[src/design/lsae_consts.svh]
// register offsets, field positions, reset values and link encodings for the special-address encoder
// assumes inclusion by bare name from design files that also use lsae_pkg
`ifndef LSAE_CONSTS_SVH
`define LSAE_CONSTS_SVH

// apb word offsets
`define LSAE_CTRL_OFS 8'h00
`define LSAE_TXA_OFS 8'h04
`define LSAE_TXB_OFS 8'h08
`define LSAE_GO_OFS 8'h0c
`define LSAE_RXLO_OFS 8'h10
`define LSAE_RXHI_OFS 8'h14
`define LSAE_ISTAT_OFS 8'h18
`define LSAE_IMASK_OFS 8'h1c
`define LSAE_LINE_OFS 8'h20
`define LSAE_SM_OFS 8'h24

// reset values
`define LSAE_CTRL_RST 3'h0
`define LSAE_MASK_RST 8'h00
`define LSAE_TXA_RST 32'h0000_0000
`define LSAE_SB_RST 4'hf

// control bits
`define LSAE_CTRL_STOP 0
`define LSAE_CTRL_REQ 1
`define LSAE_CTRL_TXEN 2

// interrupt status bits
`define LSAE_IS_TXDONE 0
`define LSAE_IS_CFG 1
`define LSAE_IS_SPECIAL 2
`define LSAE_IS_INTR 3
`define LSAE_IS_EOI 4
`define LSAE_IS_SM 5
`define LSAE_IS_ERR 6
`define LSAE_IS_LINE 7

// reserved-address prefixes, special-cycle low half and eoi message code
`define LSAE_CFG0_PREFIX 16'hfdfe
`define LSAE_CFG1_PREFIX 16'hfdff
`define LSAE_SPECIAL_LOW 16'hff00
`define LSAE_INTR_PREFIX 16'hfdf8
`define LSAE_SM_PREFIX 20'hfdf91
`define LSAE_EOI_MSG 3'h7

// system-management command types from the processor
`define LSAE_SM_FLOAT_ERROR_WIRE 4'h2
`define LSAE_SM_SHUTDOWN 4'h4
`define LSAE_SM_HALT 4'h5
`define LSAE_SM_STOPGRANT 4'h6
`define LSAE_SM_VIDFID 4'h7
`define LSAE_SM_WRITEBACK_INVALIDATE 4'h8
`define LSAE_SM_CACHE_INVALIDATE 4'h9
`define LSAE_SM_MGMT_INTERRUPT_ACK_WIRE 4'ha

// transmit bit-time split into quarter-period phases
`define LSAE_TX_LAST_PHASE 2'h3
`define LSAE_TX_RISE_PHASE 2'h1

`endif

[src/design/lsae_pkg.sv]
// types shared by the special-address encoder modules
// assumes nothing beyond a systemverilog elaborator
package lsae_pkg;

  typedef enum logic [2:0] {
    LSAE_K_CFG0 = 3'b000,
    LSAE_K_CFG1 = 3'b001,
    LSAE_K_SPECIAL = 3'b010,
    LSAE_K_INTR = 3'b011,
    LSAE_K_SYSMGMT = 3'b100,
    LSAE_K_EOI = 3'b101,
    LSAE_K_NONE = 3'b110
  } lsae_kind_type;

  typedef enum logic {
    LSAE_TX_IDLE = 1'b0,
    LSAE_TX_SEND = 1'b1
  } lsae_tx_state_type;

endpackage : lsae_pkg

[src/design/lsae_rx_if.sv]
// carrier between receive capture and the core
// assumes both ends run on mclk
`timescale 1ns/10ps
interface lsae_rx_if;
  logic [39:0] word;
  logic valid;
  logic frame_err;
  modport cap (output word, output valid, output frame_err);
  modport core (input word, input valid, input frame_err);
endinterface : lsae_rx_if

[src/design/lsae_rx_capture.sv]
// receive capture: samples the incoming link by its forwarded clock, rebuilds 40-bit addresses
// assumes the forwarded clock is far slower than mclk so synced edges can be found
`timescale 1ns/10ps
module lsae_rx_capture #(
  parameter int CAD_W = 8,
  parameter int BEATS = 5
) (
  input wire logic mclk_i,
  input wire logic reset_i,
  input wire logic [CAD_W-1:0] cad_i,
  input wire logic ctl_i,
  input wire logic fclk_i,
  lsae_rx_if.cap rx
);
  localparam int SW = BEATS * CAD_W;
  logic [CAD_W+1:0] meta_q;
  logic [CAD_W+1:0] sync_q;
  logic clk_prev_q;
  logic [SW-1:0] buf_q;
  logic [5:0] cnt_q;
  logic [39:0] word_q;
  logic valid_q;
  logic err_q;
  wire logic edge_w = sync_q[CAD_W+1] & ~clk_prev_q;
  wire logic [SW-1:0] nbuf_w = {sync_q[CAD_W-1:0], buf_q[SW-1:CAD_W]};

  // same delay on clock, control and data keeps their phase relation
  always_ff @(posedge mclk_i) begin
    if (reset_i) begin
      meta_q <= '0;
      sync_q <= '0;
      clk_prev_q <= 1'b0;
    end else begin
      meta_q <= {fclk_i, ctl_i, cad_i};
      sync_q <= meta_q;
      clk_prev_q <= sync_q[CAD_W+1];
    end
  end

  // sampled on received clock edges, handed to mclk domain as a word
  always_ff @(posedge mclk_i) begin
    if (reset_i) begin
      buf_q <= '0;
      cnt_q <= 6'h00;
      word_q <= 40'h0;
      valid_q <= 1'b0;
      err_q <= 1'b0;
    end else begin
      valid_q <= 1'b0;
      err_q <= 1'b0;
      if (edge_w && sync_q[CAD_W]) begin
        buf_q <= nbuf_w;
        if (cnt_q == 6'(BEATS - 1)) begin
          cnt_q <= 6'h00;
          word_q <= nbuf_w[39:0];
          valid_q <= 1'b1;
        end else begin
          cnt_q <= cnt_q + 6'h01;
        end
      end else if (!sync_q[CAD_W] && cnt_q != 6'h00) begin
        // clock stops between frames, so a cut frame shows only as control falling
        err_q <= 1'b1;
        cnt_q <= 6'h00;
      end
    end
  end

  assign rx.word = word_q;
  assign rx.valid = valid_q;
  assign rx.frame_err = err_q;
endmodule : lsae_rx_capture

[src/design/lsae_top.sv]
// special-address encoder and link framer: apb registers, transmit framer, receive decoder, sideband
// assumes an apb master on mclk; link pins and sideband pins are asynchronous to mclk
//
// Contract
// config prefix fdfe current bus, fdff numbered
// bus, device, function, register fields; bits1:0 zero
// foreign special cycle: numbered config, low ff00
// interrupt/eoi prefix fdf8, vector, destination, mode bits
// system management prefix fdf91, command, payload
// command 2 float error, 4-6 shutdown/halt/grant
// 7 voltage_frequency_id, 8 writeback_invalidate, 9 cache_invalidate, 10 ack
// payload 3:1 carries management action field
// two unidirectional sets: data, control, clocks
// forwarded clock lags data by quarter period
// sample by received clock, pass to domain
// power good input accepted
// active-low reset input accepted
// link stop/request sidebands signal power events
// reserved fields sent zero, ignored on receive
//
// Our own choices: the register offsets and the APB interface to the registers.
`timescale 1ns/10ps
`include "lsae_consts.svh"
module lsae_top #(
  parameter int CAD_W = 8,
  parameter int CLK_W = (CAD_W > 8) ? CAD_W / 8 : 1
) (
  input wire logic mclk_i,
  input wire logic reset_i,
  input wire logic psel_i,
  input wire logic penable_i,
  input wire logic pwrite_i,
  input wire logic [7:0] paddr_i,
  input wire logic [31:0] pwdata_i,
  output logic [31:0] prdata_o,
  output logic pready_o,
  output logic pslverr_o,
  output logic irq_o,
  output logic [CAD_W-1:0] cmd_addr_data_out_o,
  output logic control_line_out_o,
  output logic [CLK_W-1:0] forwarded_clock_out_o,
  input wire logic [CAD_W-1:0] cmd_addr_data_in_i,
  input wire logic control_line_in_i,
  input wire logic forwarded_clock_in_i,
  input wire logic power_good_i,
  input wire logic link_reset_n_i,
  input wire logic link_stop_n_i,
  output logic link_stop_n_o,
  output logic link_stop_n_oe_o,
  input wire logic link_request_n_i,
  output logic link_request_n_o,
  output logic link_request_n_oe_o
);
  localparam int BEATS = (40 + CAD_W - 1) / CAD_W;
  localparam int SW = BEATS * CAD_W;

  logic pready_q, pslverr_q, irq_q;
  logic [31:0] prdata_q;
  logic [2:0] ctrl_q;
  logic [31:0] txa_q, txb_q;
  logic [7:0] mask_q, st_q, set_w;
  logic [3:0] sb_meta_q, sb_sync_q, sb_prev_q;
  lsae_pkg::lsae_tx_state_type state_q;
  lsae_pkg::lsae_kind_type kind_q, rx_kind_q;
  logic [1:0] phase_q;
  logic [5:0] beat_q;
  logic [SW-1:0] sh_q;
  logic [CAD_W-1:0] cad_q;
  logic ctl_q, fclk_q, done_q, stop_oe_q, req_oe_q;
  logic [39:0] rx_addr_q;
  logic [3:0] sm_cmd_q;
  logic float_error_wire_q, mgmt_interrupt_ack_wire_q;
  logic [2:0] action_q;
  logic [31:0] rdata_d;
  logic hit_d;
  lsae_rx_if rxif ();

  wire logic acc_w = psel_i & penable_i;
  wire logic wr_w = acc_w & pready_q & pwrite_i & ~pslverr_q;
  wire logic start_w = wr_w && paddr_i == `LSAE_GO_OFS && ctrl_q[`LSAE_CTRL_TXEN]
    && state_q == lsae_pkg::LSAE_TX_IDLE && sb_sync_q[1];
  wire lsae_pkg::lsae_kind_type rxk_w = dec_kind(rxif.word);

  function automatic logic [39:0] enc_addr(input lsae_pkg::lsae_kind_type k, input logic [31:0] a,
                                           input logic [31:0] b);
    logic [39:0] r;
    r = 40'h0;
    case (k)
      lsae_pkg::LSAE_K_CFG0: r = {`LSAE_CFG0_PREFIX, 8'h00, a[12:8], a[18:16], a[29:24], 2'b00};
      lsae_pkg::LSAE_K_CFG1: r = {`LSAE_CFG1_PREFIX, a[7:0], a[12:8], a[18:16], a[29:24], 2'b00};
      lsae_pkg::LSAE_K_SPECIAL: r = {`LSAE_CFG1_PREFIX, a[7:0], `LSAE_SPECIAL_LOW};
      lsae_pkg::LSAE_K_INTR: r = {`LSAE_INTR_PREFIX, b[7:0], b[15:8], b[21], b[16], b[17], b[20:18], 2'b00};
      lsae_pkg::LSAE_K_SYSMGMT: r = {`LSAE_SM_PREFIX, 4'h0, b[27:24], b[31:28], 8'h00};
      default: r = 40'h0;
    endcase
    return r;
  endfunction : enc_addr

  // reserved bits below the prefixes are not compared
  function automatic lsae_pkg::lsae_kind_type dec_kind(input logic [39:0] w);
    lsae_pkg::lsae_kind_type k;
    k = lsae_pkg::LSAE_K_NONE;
    if (w[39:24] == `LSAE_CFG0_PREFIX) k = lsae_pkg::LSAE_K_CFG0;
    else if (w[39:24] == `LSAE_CFG1_PREFIX)
      k = (w[15:0] == `LSAE_SPECIAL_LOW) ? lsae_pkg::LSAE_K_SPECIAL : lsae_pkg::LSAE_K_CFG1;
    else if (w[39:24] == `LSAE_INTR_PREFIX)
      k = (w[4:2] == `LSAE_EOI_MSG) ? lsae_pkg::LSAE_K_EOI : lsae_pkg::LSAE_K_INTR;
    else if (w[39:20] == `LSAE_SM_PREFIX) k = lsae_pkg::LSAE_K_SYSMGMT;
    return k;
  endfunction : dec_kind

  // sideband pins: power good, link reset, stop, request
  always_ff @(posedge mclk_i) begin
    if (reset_i) begin
      // idle pin levels, so leaving reset shows no false pin change
      sb_meta_q <= `LSAE_SB_RST;
      sb_sync_q <= `LSAE_SB_RST;
      sb_prev_q <= `LSAE_SB_RST;
    end else begin
      sb_meta_q <= {link_request_n_i, link_stop_n_i, link_reset_n_i, power_good_i};
      sb_sync_q <= sb_meta_q;
      sb_prev_q <= sb_sync_q;
    end
  end

  // apb: one wait state, answer registered
  always_ff @(posedge mclk_i) begin
    if (reset_i) begin
      pready_q <= 1'b0;
      pslverr_q <= 1'b0;
      prdata_q <= 32'h0;
    end else begin
      pready_q <= acc_w & ~pready_q;
      pslverr_q <= acc_w & ~pready_q & ~hit_d;
      if (acc_w && !pready_q) prdata_q <= pwrite_i ? 32'h0 : rdata_d;
    end
  end

  always_comb begin
    rdata_d = 32'h0;
    hit_d = 1'b1;
    case (paddr_i)
      `LSAE_CTRL_OFS: rdata_d = {29'h0, ctrl_q};
      `LSAE_TXA_OFS: rdata_d = txa_q;
      `LSAE_TXB_OFS: rdata_d = txb_q;
      `LSAE_GO_OFS: rdata_d = {29'h0, kind_q};
      `LSAE_RXLO_OFS: rdata_d = rx_addr_q[31:0];
      `LSAE_RXHI_OFS: rdata_d = {21'h0, rx_kind_q, rx_addr_q[39:32]};
      `LSAE_ISTAT_OFS: rdata_d = {24'h0, st_q};
      `LSAE_IMASK_OFS: rdata_d = {24'h0, mask_q};
      `LSAE_LINE_OFS: rdata_d = {27'h0, state_q == lsae_pkg::LSAE_TX_SEND, sb_sync_q};
      `LSAE_SM_OFS: rdata_d = {21'h0, action_q, 2'b00, mgmt_interrupt_ack_wire_q, float_error_wire_q, sm_cmd_q};
      default: hit_d = 1'b0;
    endcase
  end

  always_ff @(posedge mclk_i) begin
    if (reset_i) begin
      ctrl_q <= `LSAE_CTRL_RST;
      txa_q <= `LSAE_TXA_RST;
      txb_q <= `LSAE_TXA_RST;
      mask_q <= `LSAE_MASK_RST;
    end else if (wr_w) begin
      if (paddr_i == `LSAE_CTRL_OFS) ctrl_q <= pwdata_i[2:0];
      if (paddr_i == `LSAE_TXA_OFS) txa_q <= pwdata_i;
      if (paddr_i == `LSAE_TXB_OFS) txb_q <= pwdata_i;
      if (paddr_i == `LSAE_IMASK_OFS) mask_q <= pwdata_i[7:0];
    end
  end

  // sticky events; a set in the clearing cycle survives
  always_comb begin
    set_w = 8'h00;
    set_w[`LSAE_IS_TXDONE] = done_q;
    set_w[`LSAE_IS_CFG] = rxif.valid && (rxk_w == lsae_pkg::LSAE_K_CFG0 || rxk_w == lsae_pkg::LSAE_K_CFG1);
    set_w[`LSAE_IS_SPECIAL] = rxif.valid && rxk_w == lsae_pkg::LSAE_K_SPECIAL;
    set_w[`LSAE_IS_INTR] = rxif.valid && rxk_w == lsae_pkg::LSAE_K_INTR;
    set_w[`LSAE_IS_EOI] = rxif.valid && rxk_w == lsae_pkg::LSAE_K_EOI;
    set_w[`LSAE_IS_SM] = rxif.valid && rxk_w == lsae_pkg::LSAE_K_SYSMGMT;
    set_w[`LSAE_IS_ERR] = rxif.frame_err || (rxif.valid && rxk_w == lsae_pkg::LSAE_K_NONE);
    set_w[`LSAE_IS_LINE] = sb_sync_q != sb_prev_q;
  end

  always_ff @(posedge mclk_i) begin
    if (reset_i) begin
      st_q <= 8'h00;
      irq_q <= 1'b0;
    end else begin
      st_q <= (st_q & ~((wr_w && paddr_i == `LSAE_ISTAT_OFS) ? pwdata_i[7:0] : 8'h00)) | set_w;
      irq_q <= |(st_q & mask_q);
    end
  end

  // received message latch and processor message decode
  always_ff @(posedge mclk_i) begin
    if (reset_i) begin
      rx_addr_q <= 40'h0;
      rx_kind_q <= lsae_pkg::LSAE_K_NONE;
      sm_cmd_q <= 4'h0;
      float_error_wire_q <= 1'b0;
      mgmt_interrupt_ack_wire_q <= 1'b0;
      action_q <= 3'h0;
    end else if (rxif.valid) begin
      rx_addr_q <= rxif.word;
      rx_kind_q <= rxk_w;
      if (rxk_w == lsae_pkg::LSAE_K_SYSMGMT) begin
        sm_cmd_q <= rxif.word[15:12];
        if (rxif.word[15:12] == `LSAE_SM_FLOAT_ERROR_WIRE) float_error_wire_q <= rxif.word[8];
        if (rxif.word[15:12] == `LSAE_SM_MGMT_INTERRUPT_ACK_WIRE) mgmt_interrupt_ack_wire_q <= rxif.word[8];
        if (rxif.word[15:12] == `LSAE_SM_STOPGRANT) action_q <= rxif.word[11:9];
      end
    end
  end

  // quarter-phase counter: data moves at phase 0, clock rises at phase 1
  always_ff @(posedge mclk_i) begin
    if (reset_i) begin
      phase_q <= 2'h0;
      fclk_q <= 1'b0;
    end else begin
      phase_q <= phase_q + 2'h1;
      if (phase_q == 2'h0) fclk_q <= 1'b1;
      if (phase_q == 2'h2) fclk_q <= 1'b0;
    end
  end

  // transmit framer; link reset abandons a packet
  always_ff @(posedge mclk_i) begin
    if (reset_i || !sb_sync_q[1]) begin
      state_q <= lsae_pkg::LSAE_TX_IDLE;
      kind_q <= lsae_pkg::LSAE_K_CFG0;
      sh_q <= '0;
      beat_q <= 6'h00;
      cad_q <= '0;
      ctl_q <= 1'b0;
      done_q <= 1'b0;
    end else begin
      done_q <= 1'b0;
      if (start_w) begin
        state_q <= lsae_pkg::LSAE_TX_SEND;
        kind_q <= lsae_pkg::lsae_kind_type'(pwdata_i[2:0]);
        sh_q <= SW'(enc_addr(lsae_pkg::lsae_kind_type'(pwdata_i[2:0]), txa_q, txb_q));
        beat_q <= 6'h00;
      end else if (state_q == lsae_pkg::LSAE_TX_SEND && phase_q == `LSAE_TX_LAST_PHASE) begin
        if (beat_q == 6'(BEATS)) begin
          cad_q <= '0;
          ctl_q <= 1'b0;
          done_q <= 1'b1;
          state_q <= lsae_pkg::LSAE_TX_IDLE;
        end else begin
          cad_q <= sh_q[CAD_W-1:0];
          ctl_q <= 1'b1;
          sh_q <= sh_q >> CAD_W;
          beat_q <= beat_q + 6'h01;
        end
      end
    end
  end

  // open-drain sidebands: pull low while software asks
  always_ff @(posedge mclk_i) begin
    if (reset_i) begin
      stop_oe_q <= 1'b0;
      req_oe_q <= 1'b0;
    end else begin
      stop_oe_q <= ctrl_q[`LSAE_CTRL_STOP];
      req_oe_q <= ctrl_q[`LSAE_CTRL_REQ];
    end
  end

  lsae_rx_capture #(.CAD_W(CAD_W), .BEATS(BEATS)) u_rx (
    .mclk_i(mclk_i),
    .reset_i(reset_i),
    .cad_i(cmd_addr_data_in_i),
    .ctl_i(control_line_in_i),
    .fclk_i(forwarded_clock_in_i),
    .rx(rxif.cap)
  );

  assign prdata_o = prdata_q;
  assign pready_o = pready_q;
  assign pslverr_o = pslverr_q;
  assign irq_o = irq_q;
  assign cmd_addr_data_out_o = cad_q;
  assign control_line_out_o = ctl_q;
  assign forwarded_clock_out_o = {CLK_W{fclk_q}};
  assign link_stop_n_o = 1'b0;
  assign link_stop_n_oe_o = stop_oe_q;
  assign link_request_n_o = 1'b0;
  assign link_request_n_oe_o = req_oe_q;
endmodule : lsae_top

[config.mk]
export PLATFORM = sky130hd
export DESIGN_NAME = lsae_top
export DESIGN_NICKNAME = d
export VERILOG_FILES = /design/src/design/lsae_pkg.sv /design/src/design/lsae_rx_if.sv /design/src/design/lsae_rx_capture.sv /design/src/design/lsae_top.sv
export VERILOG_INCLUDE_DIRS = /design/src /design/src/design
export SDC_FILE = /design/constraint.sdc
export NUM_CORES = 1
export LEC_CHECK = 0
export ABC_CLOCK_PERIOD_IN_PS = 3600
export CAP_MARGIN = 30
export CORE_UTILIZATION = 55
export DETAILED_ROUTE_END_ITERATION = 8
export DONT_BUFFER_PORTS = 1
export GPL_TIMING_DRIVEN = 0
export PLACE_DENSITY_LB_ADDON = 0.12
export SLEW_MARGIN = 5
export SYNTH_ARGS = -nofsm -noshare
export SYNTH_HDL_FRONTEND = slang
export SYNTH_SLANG_ARGS = --single-unit
[constraint.sdc]
create_clock -name mclk_i -period 3.6 [get_ports mclk_i]
set_clock_uncertainty 0.15 [all_clocks]
set_input_delay 0.72 -clock mclk_i [delete_from_list [all_inputs] [get_ports mclk_i]]
set_output_delay 0.72 -clock mclk_i [all_outputs]
set_load 0.1 [all_outputs]
==> run_results.csv, run 1 <==
group,metric,value,unit
worst_setup_path,rr_worst_depth,6,
power,irDropWorstVdd,0.386,mV
sta,report.final.slew_viol_count,0,
yosys,async_reset_ff_frac,0,
yosys,synth.avg_cell_area,9.05,sq um
yosys,yosys_register_bits,337,
routing,route.detailed.drc,0,
place,dp_slack,0.363,ns
worst_setup_path,crit-reg2reg-capture,"txb_q[30]$_SDFFE_PP0P_",
clocking,cts_hold_buf,0,
routing,wl_per_cell,20.7,microns
worst_setup_path,timing.rr.start,"pready_o$_SDFF_PP0_",
floorplan,start_util,0.564,
cells_and_area,antenna_cells,0,
yosys,synth_enable_flop_cells,0,
global_route,grt_max_degree,15,
sta,min_period,3.34,ns
floorplan,io-pin-count,108,
sta,hold_viol,0,
place,place_congestion,0.955,
yosys,synth_top_cells_by_area,"dfxtp_1 49%, mux2i_1 10%, nand2_1 5.6%",
floorplan,core-area,24500,sq um
cells_and_area,syn_to_final_growth,12.4,%
global_route,grt_pass1_vias,10761,
global_route,grt_first_pass_wirelength,60.9,mm
global_route,grt_overflow,0,
power,leakage,5.44,nW
routing,antenna_left,0,
clocking,htree_levels,2,
status,outcome,"complete, no violations",
place,io_buffers,0,
clocking,clk_pin_slew_worst_paths,0.06,ns
floorplan,row_count,57,
clocking,post_cts_buffers,0,
worst_setup_path,max_stage_delay,0.97,ns
yosys,synthesis.area,13800,sq um
clocking,cts_buffers,36,
clocking,clkSinkCount,337,
cells_and_area,multi_input_area,6540,sq um
sta,finalSetupViolations,0,
worst_setup_path,cp_data_required_time,3.83,ns
floorplan,die_x,161,microns
cells_and_area,design_area,15600,sq um
run,cap_violations,0,
sta,finalSetupTns,0,ns
cells_and_area,seqCellArea,6750,sq um
cells_and_area,nNetsFinal,1639,
clocking,clockBufferDepth,3,
sta,tightest_slew,1.04,ns
hold_path,min_to,"sb_meta_q[3]$_SDFF_PP1_",
worst_setup_path,crit_path_top_delay_cell,"dfxtp_1",
cells_and_area,layout_common_cells,"337 x dfxtp_1, 206 x nand2_1, 201 x nor2_1, 143 x mux2i_1, 123 x a21oi_1",
cells_and_area,drive_above_1_share,0.0825,
worst_setup_path,r2r_slack,0.26,ns
place,post-dp-hpwl,29.6,mm
cells_and_area,layoutNonFillerInstCount,1924,
clocking,cts_tree,"yes",
sta,period_share,0.927,
sta,setup_ws,0.263,ns
worst_setup_path,critical_path_arrival,3.57,ns
routing,drt-total-wl,39.9,mm
worst_setup_path,crit_path_cell_trace,"nand4_1 > or2_2 > nor3_2 > buf_2 > mux2i_1 > nor2_1",
global_route,grt.total_usage,0.304,
routing,num_vias,11422,
hold_path,hold_path_depth,1,
hold_path,holdCritStartpoint,"link_request_n_i",
routing,dr.first_iter.drc_count,995,
cells_and_area,final_util,0.634,
cells_and_area,final.fill_count,2090,
place,placed_area,14300,sq um
routing,first_pass_iters,6,
yosys,synth.distinct_cells,74,
routing,vias_per_cell,5.94,
worst_setup_path,start_kind,"flip-flop",
power,p_per_area,505,nW/um^2
clocking,ctsResizeCount,0,
worst_setup_path,worstSetupEndpointType,"flip-flop",
yosys,synth_area_leader_cell,"dfxtp_1",
sta,max_freq,300,MHz
cells_and_area,layout_commonest_cell,"dfxtp_1",
place,dp.cells,1859,
floorplan,dieArea,25800,sq um
worst_setup_path,crit_type,"flip-flop to flip-flop",
floorplan,die_h,161,microns
yosys,synth_warnings,0,
worst_setup_path,worst-path-max-fanout,10,
yosys,ys_seq_area_frac,0.487,
yosys,netlist.area_leader.share,0.487,
clocking,root_buffer,"clkbuf_16",
sta,rsz0062_at_grt,"false",
clocking,clock_latency,0.52,ns
global_route,antenna_found_initial,0,
yosys,syn_inst,1530,
hold_path,hp-class,"primary input to flip-flop",
yosys,synthFlopType,"dfxtp_1",
sta,slew_headroom,0.308,
-- flip-flops by register name (all words and copies together), names as in the netlist, 4 cells and up --
register,count
sh_q,29
st_q,8
sb_prev_q,4
prdata_o,32
u_rx.sync_q,10
sm_cmd_q,4
u_rx.meta_q,10
mask_q,8
rx_addr_q,40
txa_q,32
u_rx.cnt_q,6
sb_sync_q,4
cmd_addr_data_out_o,8
u_rx.rx.word,40
beat_q,6
sb_meta_q,4
txb_q,32
u_rx.buf_q,32
-- per-layer routing --
metal  vias to the layer above  track usage  share of wire
met5                         -            0              0
met3                        82       0.0424          0.057
met4                         0        0.119          0.036
met2                       397        0.531           0.49
met1                      5472        0.378           0.42
li1                       5471            -              -
-- metrics by stage --
step	hold WS (ns)	power, mW
CTS	0.138	7.88
detailed placement	0.244	4.11
global placement	0.242	4.11
floorplan	0.239	4.03
finish	0.151	7.85
global route	0.131	8.09
-- cell type report --
type | count | area share
tap | 324 | 0.0261
multi-input combinational | 1065 | 0.420
timing repair buffer | 4 | 0.00346
sequential | 337 | 0.434
inverter | 10 | 0.00241
clock inverter | 12 | 0.00836
clock buffer | 53 | 0.0718
buffer | 119 | 0.0338
-- critical path, delay by kind of cell, from the launching register on --
kind,cells,cell delay [ns]
simple gates,4,1.40
mux,1,0.27
flops,1,0.97
buf+inv,1,0.42
-- logic make-up (layout without fill, tap and decap cells) --
family | Yosys count | in the layout | share of synthesized area
AND/OR/NAND/NOR | 549 | 549 | 0.180
AO/OA/AOI/OAI | 338 | 338 | 0.161
flip-flops | 337 | 337 | 0.487
multiplexers | 160 | 160 | 0.119
buffers and inverters | 129 | 198 | 0.0407
XOR/XNOR | 9 | 9 | 0.00569
adder cells (fa/ha/maj) | 7 | 7 | 0.00632
other | 1 | 2 | 0.000271
-- where the power goes --
group	internal, mW	total (mW)	switching (mW)	leakage (nW)
logic	0.0682	0.256	0.188	2.10
registers	3.75	3.78	0.0263	2.72
clock network	2.30	3.82	1.52	0.616
total	6.12	7.85	1.73	5.44
-- synthesized netlist by cell type, types with 5 or more instances --
library cell,count
nand2_1,206
ha_1,7
nand3_1,18
o211a_1,14
a221oi_1,5
a22o_1,7
nand4_1,6
nor2b_1,41
nor2_1,201
o22ai_1,21
a21oi_1,123
buf_6,7
mux2i_1,143
or2_2,14
o21ai_0,35
inv_1,10
nor4_1,7
mux2_2,15
xnor2_1,5
and2_1,6
buf_1,18
o2bb2ai_1,23
nand4b_1,6
a211oi_1,5
nor3_1,9
dfxtp_1,337
clkbuf_1,81
buf_2,9
a22oi_1,69
-- worst max path at each step --
stage	to	depth (start not counted)	start
after global routing	txb_q[5]$_SDFFE_PP0P_	6	pready_o$_SDFF_PP0_
final	txb_q[30]$_SDFFE_PP0P_	6	pready_o$_SDFF_PP0_
after detailed placement	txb_q[5]$_SDFFE_PP0P_	6	pready_o$_SDFF_PP0_
after floorplan	sh_q[23]$_SDFFE_PP0P_	6	pready_o$_SDFF_PP0_
after CTS	txb_q[30]$_SDFFE_PP0P_	6	pready_o$_SDFF_PP0_
after global placement	prdata_o[28]$_SDFFE_PP0P_	8	paddr_i[2]
No activity file was read; power rests on OpenSTA's default activity.
==> run 2, diff against run 1 <==
CTS_BUF_LIST = sky130_fd_sc_hd__clkbuf_8   (was not set)
==> run 2 against run 1 <==
  * Non-clock buffer count did not move
  * Routed wire length fell by 0.44%
  * Combinational power barely moved
==> run_results.csv, run 2 (same netlist as run 1, synthesis figures left out) <==
group,metric,value,unit
sta,report.final.slew_viol_count,0,
routing,dr.first_iter.drc_count,1108,
power,intPower,5.61,mW
place,place_congestion,0.955,
floorplan,core-area,24500,sq um
routing,route.detailed.drc,0,
floorplan,dieArea,25800,sq um
sta,rsz0062_at_grt,"false",
cells_and_area,drive_above_1_share,0.0914,
routing,first_pass_iters,8,
clocking,clockBufferDepth,3,
cells_and_area,design_area,15400,sq um
worst_setup_path,path_depth,6,
power,power.total,7.31,mW
sta,finalSetupViolations,0,
clocking,cts_tree,"yes",
sta,min_period,3.25,ns
cells_and_area,antenna_cells,0,
cells_and_area,layout_commonest_cell,"dfxtp_1",
clocking,cts_buffers,54,
worst_setup_path,critical_path_arrival,3.54,ns
worst_setup_path,crit_buf_inv,1,
worst_setup_path,crit_end,"txb_q[31]$_SDFFE_PP0P_",
worst_setup_path,r2r_slack,0.35,ns
sta,holdWs,0.0886,ns
power,comb_power_share,0.035,
global_route,grt_first_pass_wirelength,60.6,mm
floorplan,start_util,0.564,
power,p_per_area,474,nW/um^2
cells_and_area,seqCellArea,6750,sq um
clocking,htree_levels,2,
sta,finalSetupTns,0,ns
status,outcome,"complete, no violations",
cells_and_area,nNetsFinal,1657,
worst_setup_path,crit_start,"pready_o$_SDFF_PP0_",
cells_and_area,final.fill_count,2117,
worst_setup_path,worst-path-max-fanout,10,
routing,num_vias,11418,
global_route,grt_overflow,0,
floorplan,die_h,161,microns
floorplan,die_x,161,microns
global_route,grt_pass1_vias,10792,
floorplan,row_count,57,
sta,max_freq,308,MHz
worst_setup_path,crit-reg2reg-capture,"txb_q[31]$_SDFFE_PP0P_",
routing,vias_per_cell,5.84,
worst_setup_path,path_delay_family,"simple AND/OR/NAND/NOR gates",
clocking,clkSinkCount,337,
clocking,cts_hold_buf,0,
worst_setup_path,rr_worst_depth,6,
clocking,clk_pin_slew_worst_paths,0.06,ns
worst_setup_path,crit_path_top_delay_cell,"dfxtp_1",
power,switching_share,0.232,
power,p_switching,1.70,mW
power,irDropWorstVdd,0.318,mV
place,post-dp-hpwl,29.6,mm
hold_path,hp-class,"primary input to flip-flop",
clocking,clock_latency,0.58,ns
cells_and_area,multi_input_area,6540,sq um
routing,antenna_left,0,
place,io_buffers,0,
routing,drt-total-wl,39.7,mm
global_route,grt_max_degree,15,
worst_setup_path,cp_data_required_time,3.88,ns
worst_setup_path,max_stage_delay,0.97,ns
sta,hold_viol,0,
worst_setup_path,worstSetupEndpointType,"flip-flop",
power,leakage,5.45,nW
global_route,grt.total_usage,0.303,
sta,tightest_slew,1.03,ns
worst_setup_path,crit_path_cell_trace,"nand4_1 > or2_2 > nor3_2 > buf_2 > mux2i_1 > nor2_1",
cells_and_area,syn_to_final_growth,11.3,%
sta,slew_headroom,0.312,
run,cap_violations,0,
place,placed_area,14300,sq um
clocking,root_buffer,"clkbuf_8",
clocking,ctsResizeCount,0,
floorplan,io-pin-count,108,
global_route,antenna_found_initial,0,
worst_setup_path,timing.rr.start,"pready_o$_SDFF_PP0_",
power,power_frac_seq,0.517,
sta,period_share,0.903,
routing,wl_per_cell,20.3,microns
worst_setup_path,crit_type,"flip-flop to flip-flop",
clocking,post_cts_buffers,0,
cells_and_area,layout_common_cells,"337 x dfxtp_1, 206 x nand2_1, 201 x nor2_1, 143 x mux2i_1, 123 x a21oi_1",
power,power_frac_clock,0.448,
worst_setup_path,start_kind,"flip-flop",
run 2: changes by cell type in the layout (fill, tap and decap cells not counted):
cell | before | now
clkbuf_16 | 38 | 0
inv_6 | 1 | 0
clkbuf_1 | 85 | 81
clkbuf_8 | 11 | 69
inv_1 | 10 | 27
bufinv_16 | 2 | 1
clkinvlp_4 | 2 | 1
run 2: layer usage:
metal  part of all wire  vias up  track usage  wire length (microns)
met4              0.051        0        0.157                   2010
li1                   -     5503            -                      -
met5                  0        -            0                      0
met3              0.058      104       0.0540                   2320
met2               0.47      387        0.505                  18700
met1               0.42     5424        0.376                  16700
run 2: final cells by class:
class,instances,area share
Buffer,119,0.0341
Clock buffer,69,0.0616
Clock inverter,26,0.00958
Tap cell,324,0.0263
Inverter,10,0.00244
Timing Repair Buffer,4,0.00349
Sequential cell,337,0.438
Multi-Input combinational cell,1065,0.425
run 2: worst reg2reg max path, stage by stage, from the launching register on:
cell     delay [ns]
dfxtp_1        0.97
nand4_1        0.39
or2_2          0.44
nor3_2         0.43
buf_2          0.42
mux2i_1        0.25
nor2_1         0.05
run 2: metrics by stage:
step,setup slack (ns),util,instances
final,0.349,0.628,1954
after detailed placement,0.363,0.583,1859
after floorplan,0.807,-,1531
after CTS,0.352,0.628,1954
after global placement,0.347,0.581,1855
after global routing,0.203,0.628,1954
run 2: how the worst min path moves through the flow:
stage                                       start                      end  slack, ns  depth (start not counted)
after floorplan           sb_meta_q[0]$_SDFF_PP1_  sb_sync_q[0]$_SDFF_PP1_       0.24                          1
after global placement    sb_meta_q[1]$_SDFF_PP1_  sb_sync_q[1]$_SDFF_PP1_       0.24                          1
after detailed placement  sb_meta_q[3]$_SDFF_PP1_  sb_sync_q[3]$_SDFF_PP1_       0.24                          1
after CTS                        link_request_n_i  sb_meta_q[3]$_SDFF_PP1_       0.06                          1
after global routing                 power_good_i  sb_meta_q[0]$_SDFF_PP1_       0.06                          1
final                            link_request_n_i  sb_meta_q[3]$_SDFF_PP1_       0.09                          1
run 2: power by group through the flow:
stage / Sequential [mW] / Clock, mW / Combinational [mW]
after floorplan: 3.86 / 0 / 0.170
after global placement: 3.86 / 0 / 0.243
after detailed placement: 3.86 / 0 / 0.252
after CTS: 3.78 / 3.32 / 0.253
after global routing: 3.78 / 3.52 / 0.273
final: 3.78 / 3.27 / 0.256
